==> config.mk <==
export PLATFORM = sky130hd
export DESIGN_NAME = chan_source_irq_enable_status
export DESIGN_NICKNAME = d
export VERILOG_FILES = /design/src/hw/chan_irq_pkg.sv /design/src/hw/chan_source_irq_enable_status.sv
export VERILOG_INCLUDE_DIRS = /design/src /design/src/hw
export SDC_FILE = /design/constraint.sdc
export NUM_CORES = 1
export LEC_CHECK = 0
export BUFFER_PORTS_ARGS = -buffer_cell sky130_fd_sc_hd__clkbuf_2
export CAP_MARGIN = 20
export CORE_ASPECT_RATIO = 0.5
export CORE_MARGIN = 2
export CORE_UTILIZATION = 31
export CTS_BUF_LIST = sky130_fd_sc_hd__clkbuf_4 sky130_fd_sc_hd__clkbuf_8
export CTS_CLUSTER_DIAMETER = 60
export CTS_CLUSTER_SIZE = 40
export DETAILED_ROUTE_END_ITERATION = 8
export PLACE_DENSITY = 0.49
export REMOVE_ABC_BUFFERS = 1
export SYNTH_ARGS = -nofsm -noshare
export SYNTH_HDL_FRONTEND = slang
export SYNTH_SLANG_ARGS = --single-unit
==> constraint.sdc <==
create_clock -name CLK_I -period 3.2 [get_ports CLK_I]
set_clock_uncertainty 0.2 [all_clocks]
set_input_delay 0.96 -clock CLK_I [delete_from_list [all_inputs] [get_ports CLK_I]]
set_output_delay 0.96 -clock CLK_I [all_outputs]
set_load 0.02 [all_outputs]
==> src/hw/chan_irq_defs.svh <==
// address map, field positions and reset values for the channel irq block
`ifndef CHAN_IRQ_DEFS_SVH
`define CHAN_IRQ_DEFS_SVH
`define ADDR_W        8
`define DATA_W        8
`define EVT_W         4
`define NUM_CHAN      12
`define ENABLE_LO     4'h1
`define STATUS_LO     4'h2
`define HALF_CHANS    6
`define UPPER_BASE    4'h8
`define RSV_ZERO      4'h0
`define ENABLE_RST    4'h0
`define STATUS_RST    4'h0
`define BIT_FIFO      3
`define BIT_LOCK      2
`define BIT_SIG       1
`define BIT_DRIVE     0
`endif

==> src/hw/chan_irq_pkg.sv <==
// types shared by the channel irq block
`include "chan_irq_defs.svh"
package chan_irq_pkg;
	typedef logic [`EVT_W-1:0] evt_t;
	typedef struct packed {
		evt_t [`NUM_CHAN-1:0] enable;
		evt_t [`NUM_CHAN-1:0] status;
		evt_t [`NUM_CHAN-1:0] cond;
		evt_t [`NUM_CHAN-1:0] sync1;
		evt_t [`NUM_CHAN-1:0] sync2;
		logic [`DATA_W-1:0]   rdata;
	} state_t;
endpackage : chan_irq_pkg

==> src/hw/chan_source_irq_enable_status.sv <==
// per-channel change-of-condition interrupt enable and status registers
//
// Operation
// - enable register at channel nibble, low nibble one
// - enable bit 3 flags fifo limit changes
// - enable bit 2 flags lock-lost changes
// - enable bit 1 flags signal-lost changes
// - enable bit 0 flags drive monitor changes
// - enable bits read and write, one enables
// - status bits 3..0 events, 7..4 reserved
// - status flag sets on event, clears on read
// - channel summary holds until status read
`timescale 1ns/1ps
`include "chan_irq_defs.svh"
module chan_source_irq_enable_status
	import chan_irq_pkg::*;
#(
	parameter int NCH = `NUM_CHAN
) (
	input  wire logic                  CLK_I,
	input  wire logic                  RST_N_I,
	input  wire logic [`ADDR_W-1:0]    ADDR_I,
	input  wire logic [`DATA_W-1:0]    WDATA_I,
	input  wire logic                  WR_I,
	input  wire logic                  RD_I,
	input  wire logic [NCH-1:0]        FIFO_LIMIT_ALARM_I,
	input  wire logic [NCH-1:0]        RECEIVE_LOCK_LOST_I,
	input  wire logic [NCH-1:0]        RECEIVE_SIGNAL_LOST_I,
	input  wire logic [NCH-1:0]        DRIVE_MONITOR_OUT_I,
	output logic      [`DATA_W-1:0]    RDATA_O,
	output logic      [NCH-1:0]        CHAN_PENDING_O,
	output logic                       IRQ_O
);

	state_t q;
	state_t d;
	evt_t   raw   [NCH];
	evt_t   chg   [NCH];
	logic   [NCH-1:0] hit_en;
	logic   [NCH-1:0] hit_st;
	logic   [NCH-1:0] irq_src;

	// ------------------------------------------------------------
	// address decode and condition inputs per channel
	// ------------------------------------------------------------
	genvar g;
	generate
		for (g = 0; g < NCH; g++) begin : g_ch
			localparam logic [3:0] HI = (g < `HALF_CHANS) ?
				4'(g) : 4'(`UPPER_BASE + g - `HALF_CHANS);
			assign hit_en[g] = (ADDR_I == {HI, `ENABLE_LO});
			assign hit_st[g] = (ADDR_I == {HI, `STATUS_LO});
			// pack pins so each lands on its status bit
			assign raw[g] = {FIFO_LIMIT_ALARM_I[g], RECEIVE_LOCK_LOST_I[g],
				RECEIVE_SIGNAL_LOST_I[g], DRIVE_MONITOR_OUT_I[g]};
			// an edge of a synchronised condition is a change only where its enable bit is set
			assign chg[g] = (q.sync2[g] ^ q.cond[g]) & q.enable[g];
		end
	endgenerate

	// ------------------------------------------------------------
	// next state: sync, enables, sticky status, read data
	// ------------------------------------------------------------
	always_comb begin
		d = q;
		d.rdata = '0;
		for (int c = 0; c < NCH; c++) begin
			d.sync1[c] = raw[c];
			d.sync2[c] = q.sync1[c];
			d.cond[c]  = q.sync2[c];
			if (WR_I && hit_en[c]) begin
				d.enable[c] = WDATA_I[`EVT_W-1:0];
			end
			if (RD_I && hit_en[c]) begin
				d.rdata = {`RSV_ZERO, q.enable[c]};
			end
			if (RD_I && hit_st[c]) begin
				d.rdata = {`RSV_ZERO, q.status[c]};
				d.status[c] = chg[c]; // event in read cycle wins
			end else begin
				d.status[c] = q.status[c] | chg[c];
			end
		end
	end

	// ------------------------------------------------------------
	// state register
	// ------------------------------------------------------------
	always_ff @(posedge CLK_I) begin
		if (!RST_N_I) begin
			q <= '0;
		end else begin
			q <= d;
		end
	end

	// ------------------------------------------------------------
	// outputs
	// ------------------------------------------------------------
	assign RDATA_O = q.rdata;
	generate
		for (g = 0; g < NCH; g++) begin : g_sum
			// summary stays until that channel's status is read,
			// even when its enable bits are dropped meanwhile
			assign CHAN_PENDING_O[g] = |q.status[g];
			// request counts only flags whose enable is still set
			assign irq_src[g] = |(q.status[g] & q.enable[g]);
		end
	endgenerate
	assign IRQ_O = |irq_src;
endmodule : chan_source_irq_enable_status

==> results.md <==
- Worst hold margin: 250.3 ps
- I/O Buffers: 80
- Required @ worst endpoint: 2040 ps
- Asr flop ratio synth: 0%
- Antenna cells: 0
- Die Span X: 255.9 microns
- Row count: 46
- Synth Cell Area: 9833 sq um
- Internal: 3.720 mW
- Routability cong.: 0.8805
- Fmax: 289.9 MHz
- CP Capture Type: output pin
- Placed insts: 1547
- Filler cell count: between 3000 and 4000
- Synth top area cells: dfxtp_1 (50%), and2_1 (9.3%), a22oi_1 (4.5%)
- Rel. slew slack: approximately half
- Share of cells above drive strength 1: 20.86%
- DRT iter0 DRCs: 654
- FF+latch count, synth: 244
- Critical register-to-register path endpoint: RDATA_O[3]$_SDFF_PN0_
- Max cap viols: 0
- WHS Path Cells: 1
- Final net count: ~1200
- Max Buffers Root-to-Sink: 3
- Hold path startpoint: d[20]$_SDFF_PN0_
- Clock Power Share: a little under a third
- Commonest cells after routing, fill and taps aside: dfxtp_1 (228), and2_1 (146), buf_4 (92), clkbuf_2 (78), nand2_1 (77)
- Worst Path Arrival: 2290 ps
- Sw Share: 25.37%
- First-pass GRT wire length: 46690 microns
- Setup TNS: -250.1 ps
- CP Max Fanout: 2
- Tmin final: 3450 ps
- Sequential share of the synthesized area: 49.68%
- Psw: 1.265 mW
- Synth area leader: dfxtp_1
- Core Area: 31430 sq um
- Post-synth EDFFs: 0
- Wirelength per Cell: 19.40 microns
- Core Util, Final: 37.02%
- PwrDens: 428.5 nW/um^2
- Final wirelength: 30520 microns
- Outcome: finished, violations left
- Top FF cell, synth: dfxtp_1
- Ys Warns: 0
- Area of the die: 33250 sq um
- Vias per std cell: 4.987
- Hold Path End: d[116]$_SDFF_PN0_
- Syn_area_per_cell: roughly 9.7 sq um
- Least-Margin Pin Slew: 734.1 ps
- Worst reg2reg startpoint: q[175]$_SDFF_PN0_
- Initial antenna violation count: 0
- Post-route DRC: 0
- Finished Layout Cells: 1573
- RSZ-0062 raised after global routing: yes
- Failing checks: setup timing
- Synthesized instance count: 1014
- Initial Utilization: 31.29%
- Hold buffers post-CTS: 0
- I/O Pins: 89
- Pre-antenna DRT Iters: 5
- Clock edge transition at the registers on the reported setup and hold paths: 160 ps
- H-tree level count: 1
- Routed via count: 7845
- Setup violators final: 1
- Worst IR Drop VDD: ~0.25 mV
- Final period util: 107.8%
- Seq pwr share: 62.9%
- Hold Crit Class: reg -> reg
- CTS tree: yes
- CTS Buf Count: 13
- Startpoint Class: register
- CTS sink cnt: 244
- Grt ovf: 0
- Hold Violations, Final: 0
- Root Buffer: clkbuf_8
- Area grow syn2layout: 18.32%
- Post-synth top area share: 49.68%
- Slew Viols, Final: 0
- Detail Placement HPWL: between 20000 and 25000 microns
- Antenna Nets Post-Route: 0
- Die Height: 129.9 microns
- Worst setup margin: -250.1 ps
- GRT Total Usage: 18.38%
- Total chip power: 4.985 mW
- Skew-Pair Late Insertion Delay: 570 ps
- Vias in the first global route: 7537
- Worst Reg-to-Reg Cells: 6
- Comb pwr share: 7.0%
- Flop-to-flop setup slack: 1160 ps
- Type of the worst setup path: reg -> out
- LEAKAGE: 4.674 nW
- Synth unique cells: between 60 and 70
- Commonest non-fill, non-tap cell in the layout: dfxtp_1
- Largest net degree at the start of global routing: 99
==> area by class of cell <==
| class | instances | area (sq um) | area share [%] |
|---|---|---|---|
| Clock buffer | 15 | 193.9 | 1.667 |
| Clock inverter | 6 | 80.08 | 0.6882 |
| Inverter | 5 | 18.77 | 0.1613 |
| Multi-Input combinational cell | 695 | 4683 | 40.25 |
| Sequential cell | 244 | 4922 | 42.31 |
| Tap cell | 432 | 540.5 | 4.646 |
| Timing Repair Buffer | 176 | 1196 | 10.28 |
==> metrics by stage <==
stage	worst slack [ps]	instance area, sq um
floorplan	-30.70	9497
global placement	-94.76	11190
detailed placement	-85.03	11190
CTS	-269.8	11620
global route	-318.6	11630
finish	-250.1	11630
==> cells in the mapped netlist (all sizes together), types with 3 or more instances <==
library cell	n
and2	146
nand3	56
nand4	3
nand2b	6
o221ai	4
or4	13
nor2b	61
o22a	5
dfxtp	244
a211oi	5
o21a	4
o21ai	17
buf	30
o31ai	3
a32oi	4
inv	5
a31oi	4
nor2	17
o22ai	10
a22oi	59
a21oi	21
a22o	13
a221oi	12
a21boi	41
o32ai	6
mux2i	16
xor2	48
nand2	77
nor4b	4
clkbuf	43
==> repair_timing <==
item | 4_1_cts | 5_1_grt
setup buffers | 5 | 0
setup endpoints to repair | 1 | 1
resized for setup | 34 | 5
pin swaps | 4 | 1
==> per-layer routing <==
layer | routed length (microns) | GRT usage (%) | up-vias
met5 | 0 | 0 | -
li1 | - | - | 3785
met1 | 15760 | 27.68 | 3808
met3 | 2202 | 4.759 | 29
met4 | 456 | 3.302 | 0
met2 | 12100 | 26.29 | 223
==> worst max-delay path, stage by stage (launching register included) <==
cell,delay (ps)
dfxtp_4,390
a22o_4,280
a221oi_4,210
nand3_1,120
or4_4,580
buf_8,150
==> how the worst max path moves through the flow <==
stage / startpoint / endpoint / slack, ps / depth (start not counted)
after global placement: ADDR_I[4] / RDATA_O[3]$_SDFF_PN0_ / -90 / 9
after floorplan: ADDR_I[1] / q[200]$_SDFFE_PN0P_ / -30 / 5
final: q[244]$_SDFFE_PN0P_ / IRQ_O / -250 / 5
after detailed placement: ADDR_I[6] / RDATA_O[3]$_SDFF_PN0_ / -90 / 9
after global routing: q[170]$_SDFF_PN0_ / IRQ_O / -320 / 5
after CTS: q[244]$_SDFFE_PN0P_ / IRQ_O / -270 / 5
==> flip-flops by register name (all words and copies together) (netlist names) <==
register and count:
RDATA_O 4, d 96, q 144
==> power groups by stage <==
stage	sequential, mW	combinational, mW	clock (mW)
finish	3.13	0.350	1.50
global route	3.15	0.382	1.70
CTS	3.14	0.350	1.59
detailed placement	3.21	0.349	0
global placement	3.21	0.347	0
floorplan	3.20	0.154	0
==> cells by family after synthesis <==
kind of cell	share of synthesized area, %
other	0.03814
AOI/OAI and AO/OA	17.05
DFF	49.68
and+or+nand+nor	23.37
buffers and inverters	3.728
muxes	1.858
xor gates and xnor gates	4.275
Note: power is estimated with default switching activity, not from simulation.
